File: src/hdl/nicd_pkg.sv
// Constants and types of the network card command decoder.
// Assumes a single 200 MHz clock and AXI4-Lite register access.
package nicd_pkg;
	// ==========================================================
	// Register map (byte addresses)
	localparam logic [7:0] ADDR_CMD     = 8'h00;
	localparam logic [7:0] ADDR_STAT    = 8'h04;
	localparam logic [7:0] ADDR_LEVEL   = 8'h08;
	localparam logic [7:0] ADDR_HASH_LO = 8'h0c;
	localparam logic [7:0] ADDR_HASH_HI = 8'h10;
	// Status register bit positions
	localparam int STAT_BUSY  = 0;
	localparam int STAT_TXON  = 1;
	localparam int STAT_TXHLD = 2;
	localparam int STAT_RXHLD = 3;
	localparam int STAT_PHY   = 4;
	// ==========================================================
	// Command word layout
	localparam int CODE_MSB = 15;
	localparam int CODE_LSB = 11;
	localparam int PARM_W   = 11;
	localparam logic [4:0] C_FULL  = 5'h00;
	localparam logic [4:0] C_RXRST = 5'h05;
	localparam logic [4:0] C_TXRST = 5'h0b;
	localparam logic [4:0] C_LIST  = 5'h06;
	localparam logic [4:0] C_LEVEL = 5'h13;
	localparam logic [4:0] C_TXOFF = 5'h0a;
	localparam logic [4:0] C_TXON  = 5'h09;
	localparam logic [4:0] C_DROP  = 5'h18;
	localparam logic [4:0] C_HASH  = 5'h19;
	// List sub-commands in parameter bits [4:0]
	localparam logic [4:0] L_RXHOLD = 5'h00;
	localparam logic [4:0] L_RXREL  = 5'h01;
	localparam logic [4:0] L_TXHOLD = 5'h02;
	localparam logic [4:0] L_TXREL  = 5'h03;
	// Parameter bit positions
	localparam int B_PHY  = 0;
	localparam int B_MAC  = 2;
	localparam int B_FIFO = 3;
	localparam int B_BUS  = 5;
	localparam int B_DMA  = 8;
	localparam int B_HSET = 10;
	localparam int HIDX_W = 6;
	localparam int LVL_LSB = 2;
	// ==========================================================
	// Reset values and cycle counts
	localparam logic [12:0] LEVEL_RST        = 13'h1ffc;
	localparam logic [5:0]  PHY_SLEEP_CYCLES = 6'h16;
	localparam logic [5:0]  PATH_RST_CYCLES  = 6'h04;
	localparam logic [1:0]  RESP_OKAY        = 2'h0;
	localparam logic [1:0]  RESP_SLVERR      = 2'h2;
	// ==========================================================
	typedef enum logic [3:0] {
		CMD_NONE, CMD_FULL, CMD_RXRST, CMD_TXRST, CMD_RXHOLD, CMD_RXREL,
		CMD_TXHOLD, CMD_TXREL, CMD_LEVEL, CMD_TXOFF, CMD_TXON, CMD_DROP, CMD_HASH
	} nicd_cmd_t;
	typedef enum logic [5:0] {
		ST_IDLE   = 6'h01,
		ST_HOLD   = 6'h02,
		ST_TXOFF  = 6'h04,
		ST_TXLIST = 6'h08,
		ST_RXLIST = 6'h10,
		ST_DROP   = 6'h20
	} nicd_state_t;
	typedef struct packed {
		logic device;
		logic mac;
		logic fifo;
		logic bus;
		logic dma;
		logic tx_fifo;
		logic tx_logic;
		logic rx_fifo;
		logic rx_logic;
	} nicd_rst_t;
endpackage : nicd_pkg
File: src/hdl/nicd_command_decoder.sv
// Command decoder of a ring network card: AXI4-Lite slave that takes
// 16-bit command words and drives reset, engine and filter controls.
// Assumes engine inputs are synchronous to CLK_SYS.
//
// What this block does
// (RULE1) Bits 15..11 are the command code, bits 10..0 its parameter.
// (RULE2) Host writes zeros into don't-care command bits.
// (RULE3) Full reset with bit 0 clear drives PHY sleep for 22 cycles.
// (RULE4) Full reset bit 2 clear resets MAC logic; set masks it.
// (RULE5) Full reset bit 3 clear resets FIFO control; set masks it.
// (RULE6) Full reset bit 5 clear resets bus interface and its registers.
// (RULE7) Full reset bit 8 clear resets upload and download engines.
// (RULE8) Full reset with all mask bits zero resets the whole device.
// (RULE9) Long commands hold busy until done; host waits for it.
// (RULE10) Transmit reset bit 3 clear flushes FIFO and resets start level.
// (RULE11) Transmit reset bit 8 clear resets the download logic.
// (RULE12) Receive reset bit 3 clear flushes the receive FIFO.
// (RULE13) Receive reset bit 8 clear resets upload logic and clears hold.
// (RULE14) Transmit engine off takes effect after current packet ends.
// (RULE15) Engine on lets frames queue; queuing also needs adapter open.
// (RULE16) Transmit list hold stops next-link fetch into the pointer.
// (RULE17) Host holds the list before editing it, then releases soon.
// (RULE18) Transmit list release resumes next-link fetching.
// (RULE19) Level command writes parameter to bits 12..2, clears 1..0.
// (RULE20) Queue when FIFO bytes exceed level, or packet fully loaded.
// (RULE21) Drop command discards top receive frame; host uses a ring.
// (RULE22) Hash command: bits 5..0 pick entry, bit 10 sets or clears.
// (RULE23) Multicast frames accepted when their CRC-indexed entry is set.
// (RULE24) Receive list hold stops pointer advance; busy until it holds.
// (RULE25) Unknown command codes are ignored and do not raise busy.
`timescale 1ns/100ps
module nicd_command_decoder #(
	parameter int ADDR_W  = 8,
	parameter int LEVEL_W = 13,
	parameter int HASH_N  = 64,
	parameter int BYTES_W = 14
) (
	input  wire logic               CLK_SYS,
	input  wire logic               ARST_N,
	input  wire logic [ADDR_W-1:0]  AWADDR,
	input  wire logic               AWVALID,
	output logic                    AWREADY,
	input  wire logic [31:0]        WDATA,
	input  wire logic [3:0]         WSTRB,
	input  wire logic               WVALID,
	output logic                    WREADY,
	output logic [1:0]              BRESP,
	output logic                    BVALID,
	input  wire logic               BREADY,
	input  wire logic [ADDR_W-1:0]  ARADDR,
	input  wire logic               ARVALID,
	output logic                    ARREADY,
	output logic [31:0]             RDATA,
	output logic [1:0]              RRESP,
	output logic                    RVALID,
	input  wire logic               RREADY,
	input  wire logic               TX_PKT_ACTIVE,
	input  wire logic               TX_LIST_IDLE,
	input  wire logic               RX_LIST_IDLE,
	input  wire logic               DROP_DONE,
	input  wire logic               ADAPTER_OPEN,
	input  wire logic               TX_PKT_PRESENT,
	input  wire logic               TX_PKT_LOADED,
	input  wire logic [BYTES_W-1:0] TX_FIFO_BYTES,
	input  wire logic               MC_CHECK,
	input  wire logic [5:0]         MC_CRC,
	output nicd_pkg::nicd_rst_t     RST_PULSE,
	output logic                    PHY_SLEEP,
	output logic                    TX_ENGINE_ON,
	output logic                    TX_LIST_HOLD,
	output logic                    RX_LIST_HOLD,
	output logic                    DROP_FRAME,
	output logic                    TX_QUEUE,
	output logic                    MC_ACCEPT,
	output logic                    MC_DISCARD,
	output logic                    CMD_BUSY
);

	if (LEVEL_W != 13 || HASH_N != 64 || BYTES_W <= LEVEL_W || ADDR_W < 5)
	begin : g_chk
		$error("nicd: unsupported parameter set");
	end

	// ==========================================================
	// Command decode
	function automatic nicd_pkg::nicd_cmd_t decode(input logic [15:0] w);
		logic [4:0] code;
		nicd_pkg::nicd_cmd_t k;
		code = w[nicd_pkg::CODE_MSB:nicd_pkg::CODE_LSB];
		k = nicd_pkg::CMD_NONE;
		case (code)
			nicd_pkg::C_FULL:  k = nicd_pkg::CMD_FULL;
			nicd_pkg::C_RXRST: k = nicd_pkg::CMD_RXRST;
			nicd_pkg::C_TXRST: k = nicd_pkg::CMD_TXRST;
			nicd_pkg::C_LEVEL: k = nicd_pkg::CMD_LEVEL;
			nicd_pkg::C_TXOFF: k = nicd_pkg::CMD_TXOFF;
			nicd_pkg::C_TXON:  k = nicd_pkg::CMD_TXON;
			nicd_pkg::C_DROP:  k = nicd_pkg::CMD_DROP;
			nicd_pkg::C_HASH:  k = nicd_pkg::CMD_HASH;
			nicd_pkg::C_LIST:
			begin
				case (w[4:0])
					nicd_pkg::L_RXHOLD: k = nicd_pkg::CMD_RXHOLD;
					nicd_pkg::L_RXREL:  k = nicd_pkg::CMD_RXREL;
					nicd_pkg::L_TXHOLD: k = nicd_pkg::CMD_TXHOLD;
					nicd_pkg::L_TXREL:  k = nicd_pkg::CMD_TXREL;
					default:            k = nicd_pkg::CMD_NONE;
				endcase
			end
			default: k = nicd_pkg::CMD_NONE;
		endcase
		return k;
	endfunction : decode

	// ==========================================================
	// AXI4-Lite write channel
	logic              awready_q;
	logic              wready_q;
	logic              aw_have_q;
	logic              w_have_q;
	logic              bvalid_q;
	logic [1:0]        bresp_q;
	logic [ADDR_W-1:0] waddr_q;
	logic [15:0]       wcmd_q;
	logic              wr_fire;
	logic              cmd_go;
	logic [10:0]       prm;
	nicd_pkg::nicd_cmd_t kind;
	nicd_pkg::nicd_state_t st_q;
	nicd_pkg::nicd_state_t st_d;

	assign wr_fire = aw_have_q && w_have_q && !bvalid_q;
	// Writes while busy are acknowledged but dropped
	assign cmd_go  = wr_fire && waddr_q == ADDR_W'(nicd_pkg::ADDR_CMD) && st_q == nicd_pkg::ST_IDLE; // RULE9
	assign kind    = decode(wcmd_q); // RULE1
	assign prm     = wcmd_q[nicd_pkg::PARM_W-1:0]; // RULE1

	always_ff @(posedge CLK_SYS or negedge ARST_N)
	begin
		if (!ARST_N)
		begin
			awready_q <= 1'b1;
			wready_q  <= 1'b1;
			aw_have_q <= 1'b0;
			w_have_q  <= 1'b0;
			bvalid_q  <= 1'b0;
			bresp_q   <= nicd_pkg::RESP_OKAY;
			waddr_q   <= '0;
			wcmd_q    <= 16'h0000;
		end
		else
		begin
			if (AWVALID && awready_q)
			begin
				awready_q <= 1'b0;
				aw_have_q <= 1'b1;
				waddr_q   <= AWADDR;
			end
			if (WVALID && wready_q)
			begin
				wready_q <= 1'b0;
				w_have_q <= 1'b1;
				// Byte write to the high lane alone reads low byte as zero
				wcmd_q   <= {WSTRB[1] ? WDATA[15:8] : 8'h00, WSTRB[0] ? WDATA[7:0] : 8'h00};
			end
			if (wr_fire)
			begin
				bvalid_q <= 1'b1;
				case (waddr_q)
					ADDR_W'(nicd_pkg::ADDR_CMD),
					ADDR_W'(nicd_pkg::ADDR_STAT),
					ADDR_W'(nicd_pkg::ADDR_LEVEL),
					ADDR_W'(nicd_pkg::ADDR_HASH_LO),
					ADDR_W'(nicd_pkg::ADDR_HASH_HI): bresp_q <= nicd_pkg::RESP_OKAY;
					default:                         bresp_q <= nicd_pkg::RESP_SLVERR;
				endcase
			end
			if (bvalid_q && BREADY)
			begin
				bvalid_q  <= 1'b0;
				aw_have_q <= 1'b0;
				w_have_q  <= 1'b0;
				awready_q <= 1'b1;
				wready_q  <= 1'b1;
			end
		end
	end

	// ==========================================================
	// Control state
	logic [5:0]         cnt_q;
	logic [5:0]         cnt_d;
	logic               busy_q;
	logic [5:0]         phy_cnt_q;
	logic               phy_q;
	logic               tx_on_q;
	logic               tx_hold_q;
	logic               rx_hold_q;
	logic               drop_q;
	logic [LEVEL_W-1:0] level_q;
	logic [HASH_N-1:0]  hash_q;
	logic               queue_q;
	logic               mc_acc_q;
	logic               mc_dis_q;
	nicd_pkg::nicd_rst_t rst_q;
	logic               is_full;
	logic               sr_all;
	logic               sr_dma;
	logic               lvl_rst;

	assign is_full = cmd_go && kind == nicd_pkg::CMD_FULL;
	assign sr_all  = is_full && prm[nicd_pkg::B_PHY] == 1'b0 && prm[nicd_pkg::B_MAC] == 1'b0
		&& prm[nicd_pkg::B_FIFO] == 1'b0 && prm[nicd_pkg::B_BUS] == 1'b0
		&& prm[nicd_pkg::B_DMA] == 1'b0; // RULE8
	assign sr_dma  = is_full && !prm[nicd_pkg::B_DMA]; // RULE7
	assign lvl_rst = (is_full || (cmd_go && kind == nicd_pkg::CMD_TXRST)) && !prm[nicd_pkg::B_FIFO]; // RULE10

	// ==========================================================
	// Busy sequencer
	always_comb
	begin
		st_d  = st_q;
		cnt_d = cnt_q;
		case (st_q)
			nicd_pkg::ST_IDLE:
			begin
				if (cmd_go)
				begin
					case (kind)
						nicd_pkg::CMD_FULL:
						begin
							st_d  = nicd_pkg::ST_HOLD;
							cnt_d = nicd_pkg::PHY_SLEEP_CYCLES - 6'h01; // RULE9
						end
						nicd_pkg::CMD_RXRST,
						nicd_pkg::CMD_TXRST:
						begin
							st_d  = nicd_pkg::ST_HOLD;
							cnt_d = nicd_pkg::PATH_RST_CYCLES - 6'h01; // RULE9
						end
						nicd_pkg::CMD_TXOFF:  st_d = nicd_pkg::ST_TXOFF; // RULE14
						nicd_pkg::CMD_TXHOLD: st_d = nicd_pkg::ST_TXLIST; // RULE16
						nicd_pkg::CMD_RXHOLD: st_d = nicd_pkg::ST_RXLIST; // RULE24
						nicd_pkg::CMD_DROP:   st_d = nicd_pkg::ST_DROP; // RULE21
						default:              st_d = nicd_pkg::ST_IDLE; // RULE25
					endcase
				end
			end
			nicd_pkg::ST_HOLD:
			begin
				if (cnt_q == 6'h00)
					st_d = nicd_pkg::ST_IDLE;
				else
					cnt_d = cnt_q - 6'h01;
			end
			nicd_pkg::ST_TXOFF:  if (!TX_PKT_ACTIVE) st_d = nicd_pkg::ST_IDLE; // RULE14
			nicd_pkg::ST_TXLIST: if (TX_LIST_IDLE) st_d = nicd_pkg::ST_IDLE; // RULE16
			nicd_pkg::ST_RXLIST: if (RX_LIST_IDLE) st_d = nicd_pkg::ST_IDLE; // RULE24
			nicd_pkg::ST_DROP:   if (DROP_DONE) st_d = nicd_pkg::ST_IDLE; // RULE21
			default:             st_d = nicd_pkg::ST_IDLE;
		endcase
	end

	always_ff @(posedge CLK_SYS or negedge ARST_N)
	begin
		if (!ARST_N)
		begin
			st_q   <= nicd_pkg::ST_IDLE;
			cnt_q  <= 6'h00;
			busy_q <= 1'b0;
		end
		else
		begin
			st_q   <= st_d;
			cnt_q  <= cnt_d;
			busy_q <= st_d != nicd_pkg::ST_IDLE; // RULE9
		end
	end

	// ==========================================================
	// Reset pulses and PHY sleep
	always_ff @(posedge CLK_SYS or negedge ARST_N)
	begin
		if (!ARST_N)
			rst_q <= '0;
		else
		begin
			rst_q          <= '0;
			rst_q.device   <= sr_all; // RULE8
			rst_q.mac      <= is_full && !prm[nicd_pkg::B_MAC]; // RULE4
			rst_q.fifo     <= is_full && !prm[nicd_pkg::B_FIFO]; // RULE5
			rst_q.bus      <= is_full && !prm[nicd_pkg::B_BUS]; // RULE6
			rst_q.dma      <= sr_dma; // RULE7
			rst_q.tx_fifo  <= cmd_go && kind == nicd_pkg::CMD_TXRST && !prm[nicd_pkg::B_FIFO]; // RULE10
			rst_q.tx_logic <= cmd_go && kind == nicd_pkg::CMD_TXRST && !prm[nicd_pkg::B_DMA]; // RULE11
			rst_q.rx_fifo  <= cmd_go && kind == nicd_pkg::CMD_RXRST && !prm[nicd_pkg::B_FIFO]; // RULE12
			rst_q.rx_logic <= cmd_go && kind == nicd_pkg::CMD_RXRST && !prm[nicd_pkg::B_DMA]; // RULE13
		end
	end

	always_ff @(posedge CLK_SYS or negedge ARST_N)
	begin
		if (!ARST_N)
		begin
			phy_q     <= 1'b0;
			phy_cnt_q <= 6'h00;
		end
		else if (is_full && !prm[nicd_pkg::B_PHY])
		begin
			phy_q     <= 1'b1; // RULE3
			phy_cnt_q <= nicd_pkg::PHY_SLEEP_CYCLES - 6'h01;
		end
		else if (phy_cnt_q != 6'h00)
			phy_cnt_q <= phy_cnt_q - 6'h01;
		else
			phy_q <= 1'b0;
	end

	// ==========================================================
	// Engine controls
	always_ff @(posedge CLK_SYS or negedge ARST_N)
	begin
		if (!ARST_N)
		begin
			tx_on_q   <= 1'b0;
			tx_hold_q <= 1'b0;
			rx_hold_q <= 1'b0;
			drop_q    <= 1'b0;
		end
		else
		begin
			drop_q <= cmd_go && kind == nicd_pkg::CMD_DROP; // RULE21
			if (sr_dma)
			begin
				tx_on_q   <= 1'b0; // RULE7
				tx_hold_q <= 1'b0;
				rx_hold_q <= 1'b0;
			end
			else
			begin
				if (cmd_go && kind == nicd_pkg::CMD_TXON)
					tx_on_q <= 1'b1; // RULE15
				else if (st_q == nicd_pkg::ST_TXOFF && !TX_PKT_ACTIVE)
					tx_on_q <= 1'b0; // RULE14
				if (cmd_go && kind == nicd_pkg::CMD_TXHOLD)
					tx_hold_q <= 1'b1; // RULE16
				else if (cmd_go && kind == nicd_pkg::CMD_TXREL)
					tx_hold_q <= 1'b0; // RULE18
				if (cmd_go && kind == nicd_pkg::CMD_RXHOLD)
					rx_hold_q <= 1'b1; // RULE24
				else if (cmd_go && (kind == nicd_pkg::CMD_RXREL
					|| (kind == nicd_pkg::CMD_RXRST && !prm[nicd_pkg::B_DMA])))
					rx_hold_q <= 1'b0; // RULE13
			end
		end
	end

	// ==========================================================
	// Start level and hash filter
	always_ff @(posedge CLK_SYS or negedge ARST_N)
	begin
		if (!ARST_N)
			level_q <= nicd_pkg::LEVEL_RST;
		else if (lvl_rst)
			level_q <= nicd_pkg::LEVEL_RST; // RULE10
		else if (cmd_go && kind == nicd_pkg::CMD_LEVEL)
			level_q <= {prm, 2'b00}; // RULE19
	end

	always_ff @(posedge CLK_SYS or negedge ARST_N)
	begin
		if (!ARST_N)
			hash_q <= '0;
		else if (sr_all)
			hash_q <= '0;
		else if (cmd_go && kind == nicd_pkg::CMD_HASH)
			hash_q[prm[nicd_pkg::HIDX_W-1:0]] <= prm[nicd_pkg::B_HSET]; // RULE22
	end

	// ==========================================================
	// Transmit queueing and multicast check
	always_ff @(posedge CLK_SYS or negedge ARST_N)
	begin
		if (!ARST_N)
		begin
			queue_q  <= 1'b0;
			mc_acc_q <= 1'b0;
			mc_dis_q <= 1'b0;
		end
		else
		begin
			queue_q  <= tx_on_q && ADAPTER_OPEN && TX_PKT_PRESENT // RULE15
				&& (TX_FIFO_BYTES > BYTES_W'(level_q) || TX_PKT_LOADED); // RULE20
			mc_acc_q <= MC_CHECK && hash_q[MC_CRC]; // RULE23
			mc_dis_q <= MC_CHECK && !hash_q[MC_CRC]; // RULE23
		end
	end

	// ==========================================================
	// AXI4-Lite read channel
	logic        arready_q;
	logic        rvalid_q;
	logic [1:0]  rresp_q;
	logic [31:0] rdata_q;

	always_ff @(posedge CLK_SYS or negedge ARST_N)
	begin
		if (!ARST_N)
		begin
			arready_q <= 1'b1;
			rvalid_q  <= 1'b0;
			rresp_q   <= nicd_pkg::RESP_OKAY;
			rdata_q   <= 32'h0000_0000;
		end
		else if (ARVALID && arready_q)
		begin
			arready_q <= 1'b0;
			rvalid_q  <= 1'b1;
			rresp_q   <= nicd_pkg::RESP_OKAY;
			rdata_q   <= 32'h0000_0000;
			case (ARADDR)
				ADDR_W'(nicd_pkg::ADDR_CMD):  rdata_q <= 32'h0000_0000;
				ADDR_W'(nicd_pkg::ADDR_STAT):
				begin
					rdata_q[nicd_pkg::STAT_BUSY]  <= busy_q; // RULE9
					rdata_q[nicd_pkg::STAT_TXON]  <= tx_on_q;
					rdata_q[nicd_pkg::STAT_TXHLD] <= tx_hold_q;
					rdata_q[nicd_pkg::STAT_RXHLD] <= rx_hold_q;
					rdata_q[nicd_pkg::STAT_PHY]   <= phy_q;
				end
				ADDR_W'(nicd_pkg::ADDR_LEVEL):   rdata_q <= {19'h0, level_q};
				ADDR_W'(nicd_pkg::ADDR_HASH_LO): rdata_q <= hash_q[31:0];
				ADDR_W'(nicd_pkg::ADDR_HASH_HI): rdata_q <= hash_q[63:32];
				default:                         rresp_q <= nicd_pkg::RESP_SLVERR;
			endcase
		end
		else if (rvalid_q && RREADY)
		begin
			rvalid_q  <= 1'b0;
			arready_q <= 1'b1;
		end
	end

	assign AWREADY      = awready_q;
	assign WREADY       = wready_q;
	assign BVALID       = bvalid_q;
	assign BRESP        = bresp_q;
	assign ARREADY      = arready_q;
	assign RVALID       = rvalid_q;
	assign RRESP        = rresp_q;
	assign RDATA        = rdata_q;
	assign RST_PULSE    = rst_q;
	assign PHY_SLEEP    = phy_q;
	assign TX_ENGINE_ON = tx_on_q;
	assign TX_LIST_HOLD = tx_hold_q;
	assign RX_LIST_HOLD = rx_hold_q;
	assign DROP_FRAME   = drop_q;
	assign TX_QUEUE     = queue_q;
	assign MC_ACCEPT    = mc_acc_q;
	assign MC_DISCARD   = mc_dis_q;
	assign CMD_BUSY     = busy_q;

	// ==========================================================
	// Checks
	logic [5:0] phy_run_q;

	always_ff @(posedge CLK_SYS or negedge ARST_N)
	begin
		if (!ARST_N)
			phy_run_q <= 6'h00;
		else if (phy_q)
			phy_run_q <= phy_run_q + 6'h01;
		else
			phy_run_q <= 6'h00;
	end
endmodule : nicd_command_decoder

File: config.mk
export PLATFORM = sky130hd
export DESIGN_NAME = nicd_command_decoder
export DESIGN_NICKNAME = d
export VERILOG_FILES = /design/src/hdl/nicd_pkg.sv /design/src/hdl/nicd_command_decoder.sv
export SDC_FILE = /design/constraint.sdc
export NUM_CORES = 1
export LEC_CHECK = 0
export BUFFER_PORTS_ARGS = -buffer_cell sky130_fd_sc_hd__buf_2
export CAP_MARGIN = 20
export CORE_MARGIN = 2
export CORE_UTILIZATION = 40
export DETAILED_ROUTE_END_ITERATION = 10
export PLACE_DENSITY = 0.74
export SLEW_MARGIN = 20
export SYNTH_ARGS = -nofsm -noshare
export SYNTH_HDL_FRONTEND = slang
export SYNTH_SLANG_ARGS = --single-unit
File: constraint.sdc
create_clock -name CLK_SYS -period 2.35 [get_ports CLK_SYS]
set_input_delay 0.235 -clock CLK_SYS [delete_from_list [all_inputs] [get_ports CLK_SYS]]
set_output_delay 0.235 -clock CLK_SYS [all_outputs]
set_load 0.005 [all_outputs]
==> summary.txt, run 1 <==
Detailed routing
  – Routed Antenna Nets: 0
  – Iteration count of the initial detailed-routing pass: 7
  – Total vias in the final route: between 8,000 and 9,000
  – Routed len/inst: 19.07 µm
  – Remaining DRCs: 0
  – Iteration-0 DRC count of the detailed router: around 870
  – DR vias/cell: slightly below 6
  – WL final: roughly 28,000 µm

STA
  – Period utilization: 109.1%
  – WHS: 9.583 ps
  – Slew Viols, Final: 0
  – Final setup fails: 87
  – Upper clock frequency limit: between 300 and 400 MHz
  – Setup Skew: approximately 14 ps
  – Rel. slew slack: between 40% and 50%
  – Measured slew at the worst slew-check pin: roughly 860 ps
  – Setup ws final: -213.6 ps
  – Crit path time final: 2564 ps
  – Final hold violations: 0
  – RSZ-0062 raised after global routing: yes

Final layout
  – N_diodes: 0
  – Nets@finish: between 1,000 and 1,500
  – Layout overhead on the synthesized area: 31.28%
  – Share of layout cells above drive strength 1: between 30% and 40%
  – Layout Cells excl Fill: around 1,500

Place
  – Pre-CTS WS: -274.3 ps
  – Gpl congestion: ~0.89
  – PortBufs: 125
  – Post-Place Cells: approximately 1,400
  – Placed wire-length estimate: around 18,000 µm

Setup path
  – CP arrival: roughly 2900 ps
  – Crit Reg-Reg Startpoint: waddr_q[6]
  – Crit path max-delay cell type: or4_4
  – CP max stage delay: 530 ps
  – Critical Path Most Common Cell: buf_4
  – Worst Path Max Fanout: 8
  – CP Capture Type: register
  – Crit. Startpoint: waddr_q[6]
  – Worst Path Required: roughly 2700 ps
  – Cell Chain, Critical Path: or4_4 -> buf_4 -> nor4_4 -> buf_4 -> buf_4 -> nand4b_1 -> buf_6 -> nor4_4 -> mux2i_1 -> nor2_2
  – CP Launch Type: register
  – Worst Setup Path Type: register to register

Run status
  – Status: finished, violations left
  – Failing checks: negative setup slack

Power
  – Overall Power: between 9 and 10 mW
  – Leakage: about 5.6 nW
  – Power per cell area: 740.1 nW/µm²
  – Peak supply drop: around 0.54 mV

Floorplan
  – Floorplan die height: around 160 µm
  – Effective utilization at floorplan: 41.09%
  – Die X-Extent: between 150 and 200 µm
  – FP Rows: 55
  – Die ar.: between 20,000 and 25,000 µm²
  – I/O pin count: about 150
  – Core Region: approximately 23,000 µm²

Logic synthesis
  – Synth Flop Type: dfrtp_1
  – Post-synth EDFFs: 0
  – Mux cell area share after synthesis: about a tenth
  – Cells after synthesis: a little under 1,000
  – Compound-Gate Fraction of Synth Area: ~14%
  – Syn Area/Cell: ~9.4 µm²
  – Seq cells post-synth: ~180
  – Adder-cell share of the synthesized area: around 2%
  – Largest family of logic cells by synthesized area: simple AND/OR/NAND/NOR gates
  – Cell variety after synth: 63
  – Async SR Flop Fraction: 100.0%
  – XOR/XNOR share of the synthesized area: less than 1%
  – Simple-gate share of the synthesized area: a little over a fifth
  – Synthesized area: 9360 µm²
  – Register area share after synthesis: between 40% and 50%
  – Ys Warns: 0

Hold path
  – Worst Hold Class: primary input to register
  – Worst Hold Launch: RREADY

GRT
  – Vias in the first global route: 8,100
  – Initial antenna violation count: 0
  – First-pass GRT wire length: 43,310 µm
  – Residual overflow from global routing: 0
  – Largest net degree at the start of global routing: 65
  – Total track usage: approximately 22%

Clocking
  – Clock sinks: between 150 and 200
  – CTS max path bufs: 2
  – Cts bufs inserted: 17
  – Worst-path clk slew: 80 ps
  – Clk_lat worst skew: ~440 ps
  – H-tree depth: 4
  – CTS Root Cell: clkbuf_16
  – CTS tree: built

Flow run
  – Max-cap check violation count: 0
==> where the power goes <==
group	leakage (nW)	switching, mW	total [mW]	internal, mW
Combinational	2.93	1.55	2.48	0.935
Clock	0.288	1.36	2.88	1.52
Sequential	2.35	0.328	3.73	3.40
Total	5.57	3.24	9.09	5.86
==> registers in the layout, summed over array words and instances (netlist names), 6 cells and up <==
| name | cells |
|---|---|
| RDATA | 32 |
| level_q | 11 |
| RST_PULSE | 9 |
| st_q | 6 |
| phy_cnt_q | 6 |
| cnt_q | 6 |
| hash_q | 64 |
| waddr_q | 8 |
| wcmd_q | 16 |
==> cell usage in the layout (no fill, tap or decap), types with 15 or more instances in the layout <==
cell / instances
nand2_1: 112
inv_1: 26
a22oi_1: 23
nor2_1: 61
o21ai_0: 84
nor2_2: 18
buf_4: 58
mux2i_1: 59
dfstp_2: 15
clkbuf_16: 20
nor4_4: 16
buf_2: 124
nand3_1: 16
a21oi_1: 52
nand4_1: 39
dfrtp_1: 160
ha_1: 15
==> logic make-up (layout without fill, tap and decap cells) <==
kind of cell    Yosys count  after routing
compound gates          224            224
xor+xnor                  6              6
fa+ha+maj                15             15
buf+inv                 106            276
flops                   176            176
mux                      81             81
other cells               1              2
simple gates            384            385
==> final cells by class <==
class | instances | area, µm²
clock buffers | 18 | 429.2
flip-flops and latches | 176 | 4424
repair buffers | 218 | 1647
multi-input cells | 713 | 5134
fillers | 1957 | 10490
inverters | 26 | 97.59
clock inverters | 14 | 165.2
well taps | 313 | 391.6
==> worst max-delay path, delay by kind of cell (launching register included) <==
kind	cells	cell delay (ps)
buffers and inverters	4	670
flip-flops	1	380
AND/OR/NAND/NOR	5	1090
multiplexers	1	290
==> worst paths after layout <==
kind	end	slack, ps	cells after the start
min in group asynchronous	BVALID	300	2
max in group asynchronous	level_q[7]	1360	3
hold reg to reg	RDATA[31]	480	2
setup / recovery	hash_q[14]	-210	10
hold / removal	RVALID	10	2
setup reg to reg	hash_q[14]	-210	10
==> metal layers <==
metal	vias up	GRT usage (%)	part of all wire, %
li1	3919	-	-
met1	4140	30.89	43
met2	435	35.03	46
met3	68	4.846	8.5
met4	0	7.208	2.5
met5	-	0	0
==> cell usage after synthesis, types with 12 or more instances <==
cell | instances | area, µm²
dfrtp_1 | 161 | 4029
nand2_1 | 115 | 431.7
o21ai_0 | 88 | 440.4
nor2_1 | 86 | 322.8
mux2i_1 | 64 | 640.6
clkbuf_1 | 59 | 221.5
a21oi_1 | 56 | 280.3
nand4_1 | 39 | 244.0
inv_1 | 26 | 97.59
nor4_1 | 25 | 156.4
a22oi_1 | 23 | 172.7
nor3_1 | 21 | 105.1
nand3_1 | 17 | 85.08
dfstp_2 | 15 | 394.1
ha_1 | 15 | 187.7
o211ai_1 | 12 | 90.09
==> timing repair <==
action / CTS / global route
hold buffers: 5 / 0
endpoints found under the setup margin: 96 / 104
buffers inserted: 5 / 2
cloned: 3 / 6
resized for setup: 45 / 97
hold endpoints to repair: 45 / 0
pin swaps: 9 / 24
==> metrics by stage <==
step	setup TNS (ps)	util [%]	cell area, µm²
after global routing	-22270	53.95	12290
after global placement	-12720	47.33	10780
after CTS	-15410	51.45	11720
after floorplan	-11830	-	9403
after detailed placement	-17060	47.33	10780
final	-13270	53.95	12290
(Power assumes the default switching activity.)
==> inputs of run 2 (changes only) <==
Settings changed: RECOVER_POWER from default to 50.
==> run 2 against run 1 <==
  * The flow still finishes with violations (negative setup slack)
  * Via count down 0.32%
  * Sequential cell count unchanged
  * Utilization about the same
  * Die area unchanged
  * Combinational power about the same
  * Clock skew about the same
  * Sequential share of layout area about the same
  * Highest routed layer unchanged
  * Cell area about the same
  * Critical path depth unchanged
  * Total power about the same
==> summary.txt, run 2 (synthesis gave the netlist of run 1 again) <==
Floorplan
  – Core Region: 22,780 µm² (unchanged)
  – Die X-Extent: 157.0 µm (unchanged)
  – Die ar.: 24,640 µm² (unchanged)
  – Effective utilization at floorplan: 41.09% (unchanged)
  – I/O pin count: 146 (unchanged)
  – FP Rows: 55 (unchanged)
  – Floorplan die height: 157.0 µm (unchanged)

Setup path
  – Reg2Reg Setup Slack: -210 ps (about the same)
  – CP arrival: 2880 ps (about the same)
  – FF-to-FF path depth: 10 (unchanged)
  – CP Launch Type: register (unchanged)
  – Worst Path Required: 2670 ps (about the same)
  – Crit Reg-Reg Startpoint: waddr_q[6] (unchanged)
  – FF-to-FF End: hash_q[14] (unchanged)
  – Worst setup endpoint: hash_q[14] (unchanged)
  – Worst Setup Path Type: register to register (unchanged)
  – Crit. Startpoint: waddr_q[6] (unchanged)
  – Worst Path Max Fanout: 8 (unchanged)
  – CP Capture Type: register (unchanged)

Final layout
  – Biggest register: hash_q (unchanged)
  – Area of the multi-input gates: 5134 µm² (unchanged)
  – Layout Cells excl Fill: 1,478 (unchanged)
  – Commonest non-fill, non-tap cell in the layout: dfrtp_1 (unchanged)
  – N_diodes: 0 (unchanged)
  – Highest-count cells in the layout ignoring fill and taps: dfrtp_1, buf_2, nand2_1 (unchanged)
  – Max reg flops: 64 (unchanged)
  – Layout filler cell count: 1,958 (was 1,957)
  – Sequential cell area: 4424 µm² (unchanged)
  – Layout overhead on the synthesized area: 31.21% (was 31.28%)
  – Nets@finish: 1,254 (unchanged)
  – Share of layout cells above drive strength 1: 32.27% (unchanged)

Place
  – Gpl congestion: 0.8920 (unchanged)
  – PortBufs: 125 (unchanged)
  – Post-Place Cells: 1,426 (unchanged)
  – Placed wire-length estimate: 18,240 µm (unchanged)

Clocking
  – Worst-path clk slew: 80 ps (about the same)
  – CTS tree: built (unchanged)
  – Cts bufs inserted: 17 (unchanged)
  – Clk_lat worst skew: 440 ps (about the same)
  – CTS max path bufs: 2 (unchanged)
  – CTS Root Cell: clkbuf_16 (unchanged)
  – Clock sinks: 176 (unchanged)
  – H-tree depth: 4 (unchanged)

Detailed routing
  – Total vias in the final route: 8,535 (was 8,562)
  – DR vias/cell: 5.775 (was 5.793)
  – Routed Antenna Nets: 0 (unchanged)
  – Routed len/inst: 19.06 µm (was 19.07 µm)
  – Iteration count of the initial detailed-routing pass: 7 (unchanged)
  – Iteration-0 DRC count of the detailed router: 865 (unchanged)
  – WL final: 28,160 µm (was 28,180 µm)
  – Remaining DRCs: 0 (unchanged)

STA
  – RSZ-0062 raised after global routing: yes (unchanged)
  – Setup Skew: 14.51 ps (was 14.46 ps)
  – Setup ws final: -212.8 ps (was -213.6 ps)
  – Crit path time final: 2563 ps (was 2564 ps)
  – Measured slew at the worst slew-check pin: 1279 ps (was 855.3 ps)
  – Upper clock frequency limit: 390.2 MHz (was 390.1 MHz)
  – Setup TNS: -13,230 ps (was -13,270 ps)
  – Final setup fails: 87 (unchanged)
  – Period utilization: 109.1% (about the same)
  – Final hold violations: 0 (unchanged)
  – Slew Viols, Final: 0 (unchanged)
  – Rel. slew slack: 14.76% (was 42.84%)

GRT
  – Vias in the first global route: 8,100 (unchanged)
  – First-pass GRT wire length: 43,310 µm (unchanged)
  – Total track usage: 22.33% (unchanged)
  – Initial antenna violation count: 0 (unchanged)
  – Largest net degree at the start of global routing: 65 (unchanged)
  – Residual overflow from global routing: 0 (unchanged)

Run status
  – Failing checks: negative setup slack (unchanged)
  – Status: finished, violations left (unchanged)

Flow run
  – Max-cap check violation count: 0 (unchanged)

Power
  – Leakage: 5.565 nW (was 5.567 nW)
  – Power per cell area: 740.5 nW/µm² (was 740.1 nW/µm²)
  – Peak supply drop: 0.5364 mV (about the same)

Hold path
  – Worst Hold Class: primary input to register (unchanged)
run 2: changes by cell type in the layout (fill, tap and decap cells not counted):
cell,delta
buf_6,-1
clkbuf_2,+1
run 2: repair_timing:
item,4_1_cts,5_1_grt
gates resized for setup,45,97
setup endpoints to repair,96,104
hold buffers,5,0
setup buffers,5,2
hold endpoints to repair,45,0
cloned,3,6
pin swaps,9,24
run 2: through the flow:
step	hold slack (ps)	utilization, %	setup WS (ps)	instance area, µm²	power, mW
final	10.79	53.92	-212.8	12280	9.094
after detailed placement	212.7	47.33	-274.3	10780	5.948
after global routing	7.312	53.92	-311.9	12280	9.545
after floorplan	-60.59	-	-193.2	9403	5.087
after CTS	1.021	51.45	-213.8	11720	8.921
after global placement	208.4	47.33	-195.4	10780	5.872
run 2: cell type report:
| type | count | share of cell area, % |
|---|---|---|
| clock buffer | 18 | 3.494 |
| clock inverter | 14 | 1.345 |
| inverter | 26 | 0.7946 |
| multi-input combinational | 713 | 41.80 |
| sequential | 176 | 36.02 |
| tap | 313 | 3.189 |
| timing repair buffer | 218 | 13.36 |
run 2: power by group:
group | switching [mW] | total, mW | leakage (nW) | internal, mW
Sequential | 0.328 | 3.73 | 2.35 | 3.40
Combinational | 1.55 | 2.48 | 2.93 | 0.934
Clock | 1.36 | 2.88 | 0.288 | 1.52
run 2: critical path: stages, from the launching register on:
cell,delay [ps]
dfrtp_1,380
or4_4,530
buf_4,160
nor4_4,230
buf_4,190
buf_4,130
nand4b_1,110
buf_6,190
nor4_4,150
mux2i_1,290
nor2_2,70
run 2: routing by layer:
metal | global-route usage (%) | vias up | routed length (µm)
met4 | 7.208 | 0 | 651
li1 | - | 3918 | -
met1 | 30.89 | 4126 | 12010
met3 | 4.846 | 57 | 2406
met2 | 35.03 | 434 | 13100
met5 | 0 | - | 0
run 2: worst min-delay path by stage:
stage	startpoint	endpoint	slack (ps)	cells after the start
floorplan	ARST_N	BRESP[1]	-60	0
global placement	ARST_N	RST_PULSE[3]	210	1
detailed placement	ARST_N	waddr_q[3]	210	1
CTS	RREADY	RVALID	1	2
global route	RREADY	RVALID	7	2
finish	RREADY	RVALID	10	2
==> inputs of run 3 (changes only) <==
--- a/config.mk
+++ b/config.mk
@@ -9,7 +9,7 @@
 export CAP_MARGIN = 20
 export CORE_MARGIN = 2
-export CORE_UTILIZATION = 40
+export CORE_UTILIZATION = 52
 export DETAILED_ROUTE_END_ITERATION = 10
-export PLACE_DENSITY = 0.74
+export PLACE_DENSITY = 0.89
 export RECOVER_POWER = 50
 export SLEW_MARGIN = 20
==> constraint.sdc (replaced) <==
create_clock -name CLK_SYS -period 2.35 [get_ports CLK_SYS]
set_input_delay 0.3525 -clock CLK_SYS [delete_from_list [all_inputs] [get_ports CLK_SYS]]
set_output_delay 0.3525 -clock CLK_SYS [all_outputs]
set_load 0.005 [all_outputs]
==> run 3 against run 2 <==
  * The run still ends with negative setup slack left
  * Sequential power about the same
  * Wire length up 2.4%
  * Clock skew fell by 7.0 ps
  * Cell count fell by 5.8%
  * Critical path type unchanged
  * Critical endpoint is now hash_q[31]
  * Highest routed layer unchanged
==> summary.txt, run 3 (synthesis gave the netlist of run 1 again) <==
Final layout
  – Max reg flops: 64 (unchanged)
  – Nets@finish: 1,253 (was 1,254)
  – Commonest non-fill, non-tap cell in the layout: dfrtp_1 (unchanged)
  – Layout overhead on the synthesized area: 26.39% (was 31.21%)
  – Share of layout cells above drive strength 1: 31.01% (was 32.27%)
  – Biggest register: hash_q (unchanged)
  – Final Cell Area: 11,830 µm² (was 12,280 µm²)
  – Layout filler cell count: 1,267 (was 1,958)
  – Highest-count cells in the layout ignoring fill and taps: dfrtp_1, buf_2, nand2_1 (unchanged)
  – N_diodes: 0 (unchanged)

STA
  – Final setup fails: 96 (was 87)
  – Period utilization: 113.5% (was 109.1%)
  – Crit path time final: 2667 ps (was 2563 ps)
  – Slew Viols, Final: 0 (unchanged)
  – Measured slew at the worst slew-check pin: 1296 ps (was 1279 ps)
  – Setup Skew: 7.469 ps (was 14.51 ps)
  – Upper clock frequency limit: 375.0 MHz (was 390.2 MHz)
  – Rel. slew slack: 13.62% (was 14.76%)
  – Final hold violations: 0 (unchanged)
  – Setup ws final: -316.7 ps (was -212.8 ps)
  – RSZ-0062 raised after global routing: yes (unchanged)

Power
  – Leakage: 5.316 nW (was 5.565 nW)
  – Overall Power: 9.016 mW (was 9.094 mW)
  – Peak supply drop: 0.6573 mV (was 0.5364 mV)
  – Power per cell area: 762.1 nW/µm² (was 740.5 nW/µm²)

Clocking
  – Cts bufs inserted: 17 (unchanged)
  – CTS Root Cell: clkbuf_16 (unchanged)
  – Clock sinks: 176 (unchanged)
  – CTS tree: built (unchanged)
  – CTS max path bufs: 2 (unchanged)
  – H-tree depth: 4 (unchanged)
  – Worst-path clk slew: 70 ps (was 80 ps)
  – Clk_lat worst skew: 460 ps (was 440 ps)

Detailed routing
  – Iteration count of the initial detailed-routing pass: 6 (was 7)
  – Total vias in the final route: 8,963 (was 8,535)
  – DR vias/cell: 6.434 (was 5.775)
  – Remaining DRCs: 0 (unchanged)
  – Routed Antenna Nets: 0 (unchanged)
  – WL final: 28,830 µm (was 28,160 µm)
  – Iteration-0 DRC count of the detailed router: 1,218 (was 865)
  – Routed len/inst: 20.70 µm (was 19.06 µm)

Hold path
  – Worst Hold Launch: ARVALID (was RREADY)
  – WHS Path Cells: 2 (unchanged)
  – Worst Hold Class: primary input to register (unchanged)
  – Worst hold endpoint: ARREADY (was RVALID)

GRT
  – First-pass GRT wire length: 45,710 µm (was 43,310 µm)
  – Residual overflow from global routing: 0 (unchanged)
  – Vias in the first global route: 8,704 (was 8,100)
  – Initial antenna violation count: 1 (was 0)
  – Total track usage: 29.77% (was 22.33%)
  – Largest net degree at the start of global routing: 65 (unchanged)

Floorplan
  – Core Region: 17,840 µm² (was 22,780 µm²)
  – FP Rows: 49 (was 55)
  – Effective utilization at floorplan: 52.47% (was 41.09%)
  – Die X-Extent: 138.2 µm (was 157.0 µm)
  – Floorplan die height: 138.2 µm (was 157.0 µm)
  – Die ar.: 19,090 µm² (was 24,640 µm²)
  – I/O pin count: 146 (unchanged)

Place
  – PortBufs: 125 (unchanged)
  – Placed wire-length estimate: 17,460 µm (was 18,240 µm)
  – Placed inst area: 10,630 µm² (was 10,780 µm²)
  – Gpl congestion: 0.9335 (was 0.8920)

Setup path
  – CP Launch Type: register (unchanged)
  – Cell Chain, Critical Path: or4_4 -> or4_4 -> nor4_4 -> nand4_2 -> nor3_4 -> buf_6 -> buf_6 -> buf_16 -> a21oi_2 (was or4_4 -> buf_4 -> nor4_4 -> buf_4 -> buf_4 -> nand4b_1 -> buf_6 -> nor4_4 -> mux2i_1 -> nor2_2)
  – CP Capture Type: register (unchanged)
  – Worst Setup Path Type: register to register (unchanged)
  – Crit. Startpoint: waddr_q[6] (unchanged)
  – Worst Path Required: 2680 ps (was 2670 ps)
  – Crit path max-delay cell type: or4_4 (unchanged)
  – CP arrival: 3000 ps (was 2880 ps)
  – WP buf/inv: 3 (was 4)
  – FF-to-FF End: hash_q[31] (was hash_q[14])
  – Top delay family on crit path: simple AND/OR/NAND/NOR gates (unchanged)
  – Worst Path Max Fanout: 8 (unchanged)
  – Reg2Reg Setup Slack: -320 ps (was -210 ps)
  – Crit Reg-Reg Startpoint: waddr_q[6] (unchanged)
  – FF-to-FF path depth: 9 (was 10)
  – CP max stage delay: 540 ps (was 530 ps)

Flow run
  – Max-cap check violation count: 0 (unchanged)

Run status
  – Status: finished, violations left (unchanged)
  – Failing checks: negative setup slack (unchanged)
==> run 3: changes by cell type in the layout (fill, tap and decap cells not counted), moves of 6 or more <==
cell / change
nor4_1: +12
buf_4: +8
nor4_4: -12
nor2_1: +6
a21oi_1: -14
nor3_1: +8
nor3_4: -6
nor2_2: -8
a21oi_2: +14
==> run 3: layout make-up <==
type	count	area (µm²)	area share, %
tap	229	286.5	2.422
clock inverter	15	162.7	1.375
multi-input combinational	713	4890	41.33
sequential	176	4423	37.39
inverter	26	97.59	0.8250
clock buffer	17	425.4	3.596
timing repair buffer	217	1545	13.06
==> run 3: power by group <==
| group | total (mW) | internal, mW | switching (mW) |
|---|---|---|---|
| combinational | 2.41 | 0.914 | 1.49 |
| clock | 2.89 | 1.52 | 1.37 |
| sequential | 3.72 | 3.40 | 0.323 |
| total | 9.02 | 5.83 | 3.19 |
==> run 3: layer usage <==
metal  global-route usage (%)  part of all wire [%]  up-vias  routed length [µm]
met5                        0                     0        -                   0
met4                    13.69                   4.8        0                1397
met3                    7.170                    11      151                3190
met2                    46.85                    46      636               13260
met1                    39.33                    38     4264               10980
li1                         -                     -     3912                   -
==> run 3: worst max-delay path by stage <==
stage | endpoint | slack, ps | cells after the start
2_1_floorplan | hash_q[16] | -190 | 8
3_3_place_gp | level_q[2] | -220 | 9
3_5_place_dp | level_q[2] | -270 | 9
4_1_cts | hash_q[40] | -250 | 9
5_1_grt | hash_q[52] | -380 | 9
6_report | hash_q[31] | -320 | 9
==> run 3: metrics by stage <==
| stage | hold WS (ps) | TNS [ps] | utilization (%) | setup WS (ps) | cells |
|---|---|---|---|---|---|
| 3_3_place_gp | 334.8 | -13610 | 59.58 | -217.4 | 1339 |
| 4_1_cts | 64.97 | -17880 | 65.54 | -245.5 | 1388 |
| 5_1_grt | 83.85 | -28040 | 66.31 | -379.6 | 1393 |
| 6_report | 68.62 | -22230 | 66.31 | -316.7 | 1393 |
| 3_5_place_dp | 341.6 | -19000 | 59.58 | -272.5 | 1339 |
| 2_1_floorplan | 56.91 | -11830 | - | -193.2 | 994 |
==> run 3: what timing repair did <==
item / CTS / global route
hold endpoints to repair: 50 / 0
hold buffers: 1 / 0
buffers inserted: 11 / 5
endpoints found under the setup margin: 94 / 103
gates cloned: 5 / 2
pin swaps: 21 / 11
resized for setup: 70 / 27
